$ cat src/esq_pkg.sv
// constants, types and helpers for the environmental sensor sequencer
// assumes a single pclk domain and an external conversion front end
// Functional notes
// - reset brings all logic up in sleep
// - soft reset command or supply cycle resets
// - three modes chosen by mode bits 1:0
// - mode change during measurement waits period end
// - pending change blocks mode and humidity writes
// - sleep runs nothing, registers stay accessible
// - forced runs one period, then sleeps
// - normal repeats measurement and standby forever
// - normal keeps refreshing the data registers
// - period converts temperature, pressure, then humidity
// - filter on pressure, temperature; humidity bypasses
// - humidity skip or oversample, 16-bit result
// - pressure skip/enable, resolution by filter, oversampling
// - temperature resolution by filter and oversampling
// - temperature skip or chosen oversampling ratio
// - filtered equals old times (c-1) plus adc, over c
// - filtered value updates memory and output
// - filter coefficient off, 2, 4, 8, 16
// - filter setting write restarts the filter
// - skipped temperature or pressure keeps memory, outputs 0x80000; skipped humidity outputs 0x8000
// - reenabled channel filters against retained memory
`default_nettype none
package esq_pkg;
  // register byte offsets
  localparam logic [7:0] ESQ_OFF_CTRL_HUM = 8'h00;
  localparam logic [7:0] ESQ_OFF_CTRL_MEAS = 8'h04;
  localparam logic [7:0] ESQ_OFF_CONFIG = 8'h08;
  localparam logic [7:0] ESQ_OFF_STATUS = 8'h0c;
  localparam logic [7:0] ESQ_OFF_PRESS = 8'h10;
  localparam logic [7:0] ESQ_OFF_TEMP = 8'h14;
  localparam logic [7:0] ESQ_OFF_HUM = 8'h18;
  localparam logic [7:0] ESQ_OFF_RESET = 8'h1c;
  // field positions
  localparam int ESQ_MODE_LSB = 0;
  localparam int ESQ_OSRS_P_LSB = 2;
  localparam int ESQ_OSRS_T_LSB = 5;
  localparam int ESQ_FILT_LSB = 2;
  localparam int ESQ_SB_LSB = 5;
  localparam int ESQ_OSRS_H_LSB = 0;
  // mode encodings and soft reset command
  localparam logic [1:0] ESQ_MODE_SLEEP = 2'h0;
  localparam logic [1:0] ESQ_MODE_NORMAL = 2'h3;
  localparam logic [7:0] ESQ_SOFT_RESET_CMD = 8'hb6;
  // values loaded for skipped channels
  localparam logic [19:0] ESQ_SKIP_TP = 20'h80000;
  localparam logic [15:0] ESQ_SKIP_H = 16'h8000;
  // standby base step of 0.5 ms at 125 MHz
  localparam int ESQ_CLK_MHZ = 125;
  localparam int ESQ_SB_BASE_US = 500;
  localparam int ESQ_SB_BASE_CYC = ESQ_SB_BASE_US * ESQ_CLK_MHZ;

  typedef enum logic [2:0] {
    MS_IDLE, MS_TEMP, MS_PRESS, MS_HUM, MS_STBY
  } esq_state_t;

  // standby length in 0.5 ms steps, 0.5 ms up to 1000 ms
  function automatic logic [11:0] esq_sb_steps(input logic [2:0] sel);
    case (sel)
      3'h0: esq_sb_steps = 12'h001;
      3'h1: esq_sb_steps = 12'h07d;
      3'h2: esq_sb_steps = 12'h0fa;
      3'h3: esq_sb_steps = 12'h1f4;
      3'h4: esq_sb_steps = 12'h3e8;
      3'h5: esq_sb_steps = 12'h7d0;
      3'h6: esq_sb_steps = 12'h014;
      default: esq_sb_steps = 12'h028;
    endcase
  endfunction

  // filter shift: 0 off, then coefficient 2, 4, 8, 16
  function automatic logic [2:0] esq_filt_shift(input logic [2:0] sel);
    esq_filt_shift = (sel > 3'h4) ? 3'h4 : sel;
  endfunction

  // keep 16 + (osrs - 1) bits when the filter is off, 20 when on
  function automatic logic [19:0] esq_resolve(input logic [19:0] v,
      input logic [2:0] osrs, input logic filt_on);
    logic [2:0] eff;
    eff = (osrs > 3'h5) ? 3'h5 : osrs;
    if (filt_on)
      esq_resolve = v;
    else
      esq_resolve = v & (20'hfffff << (3'h5 - eff));
  endfunction
endpackage
`default_nettype wire

$ cat src/esq_filt_if.sv
// carrier between the sequencer and its iir filter datapath
// assumes combinational use within one pclk cycle
`default_nettype none
interface esq_filt_if;
  logic [19:0] mem;
  logic [19:0] adc;
  logic [2:0] shift;
  logic [19:0] result;
  modport user (output mem, output adc, output shift, input result);
  modport filt (input mem, input adc, input shift, output result);
endinterface
`default_nettype wire

$ cat src/esq_sequencer.sv
// mode sequencer, measurement flow, iir filtering and apb registers
// assumes a conversion front end answering conv_req with conv_done
`default_nettype none
module esq_sequencer #(
  parameter int SB_BASE_CYC = esq_pkg::ESQ_SB_BASE_CYC
) (
  input wire logic pclk, // 125 MHz clock
  input wire logic presetn, // async reset, active low
  input wire logic ce, // clock enable, freezes state when low
  input wire logic psel, // apb select
  input wire logic penable, // apb access phase
  input wire logic pwrite, // apb direction
  input wire logic [7:0] paddr, // apb byte address
  input wire logic [31:0] pwdata, // apb write data
  output logic [31:0] prdata, // apb read data
  output logic pready, // apb ready
  output logic pslverr, // apb error for unmapped address
  output logic conv_req, // conversion request level
  output logic [1:0] conv_chan, // 0 temp, 1 press, 2 hum
  output logic [2:0] conv_osrs, // oversampling for the conversion
  input wire logic conv_done, // conversion finished pulse
  input wire logic [19:0] conv_data, // conversion result, msb aligned
  output logic measuring // measurement period running
);
  import esq_pkg::*;

  typedef struct packed {
    logic pready;
    logic pslverr;
    logic [31:0] prdata;
    logic [2:0] osrs_h;
    logic [2:0] osrs_t;
    logic [2:0] osrs_p;
    logic [1:0] mode;
    logic [2:0] sb_sel;
    logic [2:0] filt_sel;
    logic pend;
    logic [1:0] pend_mode;
    esq_state_t fsm;
    logic [31:0] cnt;
    logic [19:0] t_mem;
    logic [19:0] p_mem;
    logic t_init;
    logic p_init;
    logic [19:0] t_out;
    logic [19:0] p_out;
    logic [15:0] h_out;
    logic conv_req;
    logic [1:0] conv_chan;
    logic [2:0] conv_osrs;
    logic measuring;
  } esq_st_t;

  localparam esq_st_t ESQ_ST_RESET = '{
    fsm: MS_IDLE, t_init: 1'b1, p_init: 1'b1,
    t_out: ESQ_SKIP_TP, p_out: ESQ_SKIP_TP, h_out: ESQ_SKIP_H,
    mode: ESQ_MODE_SLEEP, default: '0};

  esq_st_t st_reg;
  esq_st_t st_next;
  esq_filt_if fif ();
  logic acc;
  logic wr;
  logic busy;
  logic end_period;
  logic [31:0] sb_cycles;
  logic [19:0] filt_res;
  logic [2:0] cur_osrs;
  logic is_t;
  logic cfg_wr;
  logic srst;

  esq_iir u_iir (
    .f(fif)
  );

  // access phase, completed on the second cycle
  assign acc = psel && penable && st_reg.pready;
  assign wr = acc && pwrite;
  assign busy = (st_reg.fsm == MS_TEMP) || (st_reg.fsm == MS_PRESS) ||
                (st_reg.fsm == MS_HUM);
  assign sb_cycles = 32'(esq_sb_steps(st_reg.sb_sel)) * 32'(SB_BASE_CYC);

  // config writes restart the filter; the reset command reinitialises
  assign cfg_wr = wr && (paddr == ESQ_OFF_CONFIG);
  assign srst = wr && (paddr == ESQ_OFF_RESET) &&
                (pwdata[7:0] == ESQ_SOFT_RESET_CMD);

  // filter operand selection for temperature or pressure
  assign is_t = (st_reg.fsm == MS_TEMP);
  assign cur_osrs = is_t ? st_reg.osrs_t : st_reg.osrs_p;
  assign fif.mem = is_t ? st_reg.t_mem : st_reg.p_mem;
  assign fif.adc = conv_data;
  assign fif.shift = (is_t ? st_reg.t_init : st_reg.p_init) ? 3'h0 :
                     esq_filt_shift(st_reg.filt_sel);
  assign filt_res = fif.result;
  assign end_period = (st_reg.fsm == MS_HUM) &&
                      ((st_reg.osrs_h == 3'h0) ||
                       (st_reg.conv_req && conv_done));

  // next state: bus, configuration and measurement sequencing
  always_comb
  begin
    st_next = st_reg;
    st_next.pready = psel && penable && !st_reg.pready;
    st_next.pslverr = 1'b0;
    // register reads
    if (psel && penable && !st_reg.pready)
    begin
      st_next.prdata = 32'h0000_0000;
      case (paddr)
        ESQ_OFF_CTRL_HUM: st_next.prdata[2:0] = st_reg.osrs_h;
        ESQ_OFF_CTRL_MEAS: st_next.prdata[7:0] =
          {st_reg.osrs_t, st_reg.osrs_p, st_reg.mode};
        ESQ_OFF_CONFIG: st_next.prdata[7:0] =
          {st_reg.sb_sel, st_reg.filt_sel, 2'h0};
        ESQ_OFF_STATUS: st_next.prdata[3:0] =
          {st_reg.pend_mode, st_reg.pend, st_reg.measuring};
        ESQ_OFF_PRESS: st_next.prdata[19:0] = st_reg.p_out;
        ESQ_OFF_TEMP: st_next.prdata[19:0] = st_reg.t_out;
        ESQ_OFF_HUM: st_next.prdata[15:0] = st_reg.h_out;
        ESQ_OFF_RESET: st_next.prdata = 32'h0000_0000;
        default: st_next.pslverr = 1'b1;
      endcase
    end
    // register writes, any mode keeps them accessible
    if (wr)
    begin
      case (paddr)
        ESQ_OFF_CTRL_HUM:
          if (!st_reg.pend)
            st_next.osrs_h = pwdata[ESQ_OSRS_H_LSB +: 3];
        ESQ_OFF_CTRL_MEAS:
        begin
          st_next.osrs_t = pwdata[ESQ_OSRS_T_LSB +: 3];
          st_next.osrs_p = pwdata[ESQ_OSRS_P_LSB +: 3];
          if (!st_reg.pend)
          begin
            if (busy)
            begin
              st_next.pend = 1'b1;
              st_next.pend_mode = pwdata[ESQ_MODE_LSB +: 2];
            end
            else
              st_next.mode = pwdata[ESQ_MODE_LSB +: 2];
          end
        end
        ESQ_OFF_CONFIG:
        begin
          st_next.sb_sel = pwdata[ESQ_SB_LSB +: 3];
          st_next.filt_sel = pwdata[ESQ_FILT_LSB +: 3];
          st_next.t_init = 1'b1;
          st_next.p_init = 1'b1;
        end
        default: ;
      endcase
    end
    // a change noted on the edge that ended the period applies now
    if (st_reg.pend && !busy)
    begin
      st_next.mode = st_reg.pend_mode;
      st_next.pend = 1'b0;
    end
    // measurement flow: temperature, pressure, humidity
    case (st_reg.fsm)
      MS_IDLE:
        if (st_reg.mode != ESQ_MODE_SLEEP)
          st_next.fsm = MS_TEMP;
      MS_TEMP, MS_PRESS:
        if (cur_osrs == 3'h0)
        begin
          // skipped: memory kept, output marked
          if (is_t)
            st_next.t_out = ESQ_SKIP_TP;
          else
            st_next.p_out = ESQ_SKIP_TP;
          // a setting cleared mid-conversion withdraws the request
          st_next.conv_req = 1'b0;
          st_next.fsm = is_t ? MS_PRESS : MS_HUM;
        end
        else if (!st_reg.conv_req)
        begin
          st_next.conv_req = 1'b1;
          st_next.conv_chan = is_t ? 2'h0 : 2'h1;
          st_next.conv_osrs = cur_osrs;
        end
        else if (conv_done)
        begin
          st_next.conv_req = 1'b0;
          if (is_t)
          begin
            st_next.t_mem = filt_res;
            st_next.t_out = esq_resolve(filt_res, st_reg.osrs_t,
              st_reg.filt_sel != 3'h0 && !st_reg.t_init);
            st_next.t_init = cfg_wr;
          end
          else
          begin
            st_next.p_mem = filt_res;
            st_next.p_out = esq_resolve(filt_res, st_reg.osrs_p,
              st_reg.filt_sel != 3'h0 && !st_reg.p_init);
            st_next.p_init = cfg_wr;
          end
          st_next.fsm = is_t ? MS_PRESS : MS_HUM;
        end
      MS_HUM:
        if (st_reg.osrs_h == 3'h0)
        begin
          st_next.h_out = ESQ_SKIP_H;
          st_next.conv_req = 1'b0;
        end
        else if (!st_reg.conv_req)
        begin
          st_next.conv_req = 1'b1;
          st_next.conv_chan = 2'h2;
          st_next.conv_osrs = st_reg.osrs_h;
        end
        else if (conv_done)
        begin
          st_next.conv_req = 1'b0;
          st_next.h_out = conv_data[19:4];
        end
      MS_STBY:
        if (st_reg.mode != ESQ_MODE_NORMAL)
          st_next.fsm = MS_IDLE;
        else if (st_reg.cnt == 32'h0)
          st_next.fsm = MS_TEMP;
        else
          st_next.cnt = st_reg.cnt - 32'h1;
      default: st_next.fsm = MS_IDLE;
    endcase
    // period end: apply pending mode, forced falls back to sleep
    if (end_period)
    begin
      if (st_reg.pend)
      begin
        st_next.mode = st_reg.pend_mode;
        st_next.pend = 1'b0;
      end
      else if (st_reg.mode != ESQ_MODE_NORMAL)
        st_next.mode = ESQ_MODE_SLEEP;
      if (st_next.mode == ESQ_MODE_NORMAL)
      begin
        st_next.fsm = MS_STBY;
        st_next.cnt = sb_cycles - 32'h1;
      end
      else
        st_next.fsm = MS_IDLE;
    end
    st_next.measuring = (st_next.fsm == MS_TEMP) ||
      (st_next.fsm == MS_PRESS) || (st_next.fsm == MS_HUM);
    // soft reset command reinitialises everything
    if (srst)
    begin
      // the access is answered on this edge, so pready drops as well
      st_next = ESQ_ST_RESET;
    end
  end

  // state register, frozen while ce is low
  always_ff @(posedge pclk or negedge presetn)
  begin
    if (!presetn)
      st_reg <= ESQ_ST_RESET;
    else if (ce)
      st_reg <= st_next;
  end

  assign prdata = st_reg.prdata;
  assign pready = st_reg.pready;
  assign pslverr = st_reg.pslverr;
  assign conv_req = st_reg.conv_req;
  assign conv_chan = st_reg.conv_chan;
  assign conv_osrs = st_reg.conv_osrs;
  assign measuring = st_reg.measuring;
endmodule
`default_nettype wire

$ cat src/esq_iir.sv
// iir low-pass datapath: (old * (c - 1) + adc) / c with c = 2^shift
// assumes the caller forces shift to zero for a pass-through sample
`default_nettype none
module esq_iir (
  esq_filt_if.filt f // filter operands and result
);
  import esq_pkg::*;
  logic [24:0] sum;
  logic [24:0] quot;

  // weighted sum, truncating divide by 2^shift
  always_comb
  begin
    sum = ({5'h00, f.mem} << f.shift) - {5'h00, f.mem} + {5'h00, f.adc};
    quot = sum >> f.shift;
    if (f.shift == 3'h0)
      f.result = f.adc;
    else
      f.result = quot[19:0];
  end
endmodule
`default_nettype wire

$ cat config.mk
export PLATFORM = sky130hd
export DESIGN_NAME = esq_sequencer
export DESIGN_NICKNAME = d
export VERILOG_FILES = /design/src/esq_pkg.sv /design/src/esq_filt_if.sv /design/src/esq_sequencer.sv /design/src/esq_iir.sv
export SDC_FILE = /design/constraint.sdc
export NUM_CORES = 1
export LEC_CHECK = 0
export BUFFER_PORTS_ARGS = -buffer_cell sky130_fd_sc_hd__buf_2
export CAP_MARGIN = 20
export CORE_MARGIN = 1
export CORE_UTILIZATION = 35
export CTS_BUF_LIST = sky130_fd_sc_hd__clkbuf_8 sky130_fd_sc_hd__clkbuf_16
export CTS_CLUSTER_DIAMETER = 50
export DETAILED_ROUTE_END_ITERATION = 10
export HOLD_SLACK_MARGIN = 0.12
export SYNTH_ARGS = -nofsm -noshare
export SYNTH_HDL_FRONTEND = slang
export SYNTH_SLANG_ARGS = --single-unit
export TNS_END_PERCENT = 100
$ cat constraint.sdc
create_clock -name pclk -period 7.6 [get_ports pclk]
set_input_delay 1.52 -clock pclk [delete_from_list [all_inputs] [get_ports pclk]]
set_output_delay 1.52 -clock pclk [all_outputs]
set_load 0.05 [all_outputs]
==> flow_metrics.tcl <==
set metrics [dict create \
    reg2reg_from "st_reg[138]" \
    timing.rr.end "st_reg[84]" \
    synth-async-reset-ratio_pct 100 \
    fin_cells 2482 \
    overflow 0 \
    cpMaxStageDelayCell "nor2_1" \
    arrival_ns 6.92 \
    start_util_pct 35.8 \
    tightestPinTransition_ns 1.05 \
    yosysTopAreaCell "dfrtp_1" \
    drt_first_pass_iters 5 \
    startpoint_type "register" \
    postLayoutSetupSlackWorst_ns 1.05 \
    synth_area_per_cell_um2 8.24 \
    drive_above_1_share_pct 9.81 \
    ys_top_cells_by_area "dfrtp_1, ha_1, nand2_1, o21ai_0, fa_1" \
    setup_viol 0 \
    rsz0062_at_grt "false" \
    r2r_slack_ns 1.05 \
    cpMostUsedCell "nor2_1" \
    via_count 14200 \
    hold_start "st_reg[42]" \
    cts_hold_buf 0 \
    dieArea_um2 45200 \
    skew_ns 0.0162 \
    status "finished, final reports clean" \
    wl_per_cell_um 19.3 \
    layout.nets 2090 \
    synth.yosys.seq_area_share_pct 29.4 \
    worstPathRequired_ns 7.97 \
    syn_area_um2 15500 \
    layout_min_cycle_time_ns 6.55 \
    min_to "st_reg[42]" \
    cp-end-kind "register" \
    fmax_mhz 153 \
    placed_cells 2448 \
    rows 76 \
    routabilityCongestion 0.916 \
    cts_tree "yes" \
    yosys_warnings 0 \
    ff2ff_path_depth 16 \
    cts_resized 0 \
    dp_hpwl_um 36200 \
    criticalPathCategory "reg -> reg" \
    final.setup.tns_ns 0 \
    path_clk_slew_ns 0.07 \
    power_density_nw_per_um2 201 \
    cellLeakagePower_nw 8.03 \
    largest_register_ffs 153 \
    first_global_vias 13700 \
    min_path_cells 2 \
    viasPerCell 5.72 \
    pre_cts_ws_ns 1.18 \
    drc 0 \
    grtUsageTotal_pct 21.5 \
    h-tree-depth 4 \
    ys.flop_type "dfrtp_1" \
    clockRootBuffer "clkbuf_16" \
    cp_cell_sequence "nor3b_2 -> o21ai_0 -> nor2_1 -> nor2_1 -> a21oi_1 -> fa_1 -> ha_1 -> a21o_1 -> a311oi_1 -> a21boi_0 -> o21ai_1 -> a221oi_1 -> xnor2_1 -> nand2_1 -> a2111oi_2 -> a22o_1" \
    multi_input_area_um2 9990 \
    core_um2 43400 \
    antenna_left 0 \
    maxCapViolCount 0 \
    dieWidth_um 213 \
    wirelength_um 47900 \
    critPathMaxFanout 14 \
    synth_top_area_share_pct 28.6 \
    slew_headroom_pct 29.6 \
    irDropWorstVdd_uv 160 \
    post_cts_buffers 0 \
    antenna_found_initial 2 \
    syn_to_final_growth_pct 8.66 \
    fill_cells 4423 \
    synth.distinct_cells 89 \
    boundaryPins 108 \
    cts_sinks 182 \
    cts_buffers 17 \
    regArea_um2 4560 \
    synth_edf_count 0 \
    final-hold-violation-count 0 \
    port_buffers 71 \
    clk_latency_ns 0.44 \
    min_period_over_period_pct 86.2 \
    cpPeakStageDelay_ns 0.87 \
    grt_pass1_wl_um 76100 \
    hp-class "reg -> reg" \
    grt_start_max_net_pins 63 \
    clock_path_buffers 2 \
    drt_iter0_markers 1404 \
    drv_slew 0 \
    fin_util_pct 38.9 \
    fp.dieH_um 213 \
    syn-instance-count 1883 \
    synth_seq_cells 182 \
]
==> final cells by class <==
| class | count | area share, % |
|---|---|---|
| Multi-Input combinational cell | 1481 | 59.3 |
| Sequential cell | 182 | 27.1 |
| Tap cell | 585 | 4.34 |
| Timing Repair Buffer | 106 | 3.70 |
| Clock buffer | 17 | 2.52 |
| Inverter | 96 | 2.14 |
| Clock inverter | 14 | 0.928 |
| Antenna cell | 1 | 0.0148 |
==> routing by layer <==
layer	global-route usage [%]	wire length [um]	part of all wire [%]
met1	29.6	21700	45
met5	0	0	0
met3	3.09	2940	6.1
met2	34.6	22100	46
met4	6.30	1130	2.4
==> cells in the final DEF, fill, tap and decap left out, drive strengths merged, types with 7 or more instances in the layout <==
cell type  instances
nor2b             11
o21ai            189
nor4              17
nand2b            17
or4               12
nand2            299
o22ai             21
o21a               8
dfrtp            177
buf              105
nor3              35
nor2             123
conb              12
a211oi            14
inv              104
o211ai            16
a22oi             12
nand3             39
a22o              61
nand4             10
o31ai             18
xnor2             41
or2               10
nor3b             10
a221oi             8
fa                35
and2              18
o21bai             7
mux2i             59
clkbuf            18
xor2              20
ha               104
a21o              34
and3              15
a21oi             86
or3               17
a31oi             11
==> stage by stage <==
step                      hold WS [ns]  total power, W  area (um2)
after floorplan                  0.438         0.00210       15600
after global placement           0.451         0.00247       16300
after detailed placement         0.459         0.00249       16300
after CTS                        0.470         0.00338       16800
after global routing             0.493         0.00358       16900
final                            0.465         0.00338       16900
==> report_power, final <==
group	total (W)	internal [W]	leakage (nW)	switching [W]
combinational	0.00143	0.000492	5.29	0.000939
clock	0.000887	0.000442	0.284	0.000445
sequential	0.00106	0.00102	2.46	0.0000435
==> logic make-up (layout without fill, tap and decap cells) <==
family | after synthesis | count (layout) | synth area share (%)
multiplexers | 67 | 67 | 4.53
XOR/XNOR | 61 | 61 | 3.44
buffers and inverters | 231 | 233 | 6.59
flip-flops | 182 | 182 | 29.4
other | 1 | 13 | 0.0242
adder cells (fa/ha/maj) | 139 | 139 | 12.9
AND/OR/NAND/NOR | 648 | 648 | 19.4
AO/OA/AOI/OAI | 554 | 554 | 23.7
==> Yosys cell counts, types with 6 or more instances <==
| cell | count |
|---|---|
| nor3_1 | 35 |
| o21a_1 | 8 |
| buf_1 | 13 |
| and2_1 | 18 |
| mux2i_1 | 59 |
| xnor2_1 | 41 |
| or3_1 | 15 |
| nand2_1 | 298 |
| nand3b_1 | 6 |
| buf_4 | 38 |
| nor4_1 | 15 |
| or4_1 | 9 |
| o22ai_1 | 21 |
| o211ai_1 | 16 |
| dfrtp_1 | 177 |
| inv_1 | 96 |
| a21oi_1 | 86 |
| a22oi_1 | 12 |
| nor2_1 | 121 |
| xor2_1 | 20 |
| a21o_1 | 34 |
| nor2b_1 | 11 |
| a221oi_1 | 8 |
| o21ai_0 | 180 |
| or2_2 | 8 |
| a21boi_0 | 6 |
| a22o_1 | 61 |
| o31ai_1 | 17 |
| nand4_1 | 10 |
| clkbuf_1 | 79 |
| mux2_2 | 6 |
| and3_1 | 15 |
| nand2b_1 | 17 |
| a32o_1 | 6 |
| a211oi_1 | 13 |
| nand3_1 | 39 |
| ha_1 | 104 |
| nor3b_1 | 10 |
| o21ai_1 | 8 |
| o21bai_1 | 7 |
| a31oi_1 | 11 |
| fa_1 | 35 |
==> how the worst max path moves through the flow <==
stage	startpoint	endpoint	depth (start not counted)
3_3_place_gp	st_reg[146]	st_reg[132]	24
6_report	st_reg[138]	st_reg[84]	16
3_5_place_dp	st_reg[138]	st_reg[84]	17
5_1_grt	st_reg[146]	st_reg[132]	22
2_1_floorplan	st_reg[146]	st_reg[130]	23
4_1_cts	st_reg[138]	st_reg[84]	17
==> critical path: cells and delay by family, from the launching register on <==
kind / cells / cell delay [ns]
XOR/XNOR: 1 / 0.23
AO/OA/AOI/OAI: 9 / 3.13
AND/OR/NAND/NOR: 4 / 1.74
flip-flops: 1 / 0.56
adder cells (fa/ha/maj): 2 / 0.82
(Power assumes the default switching activity.)
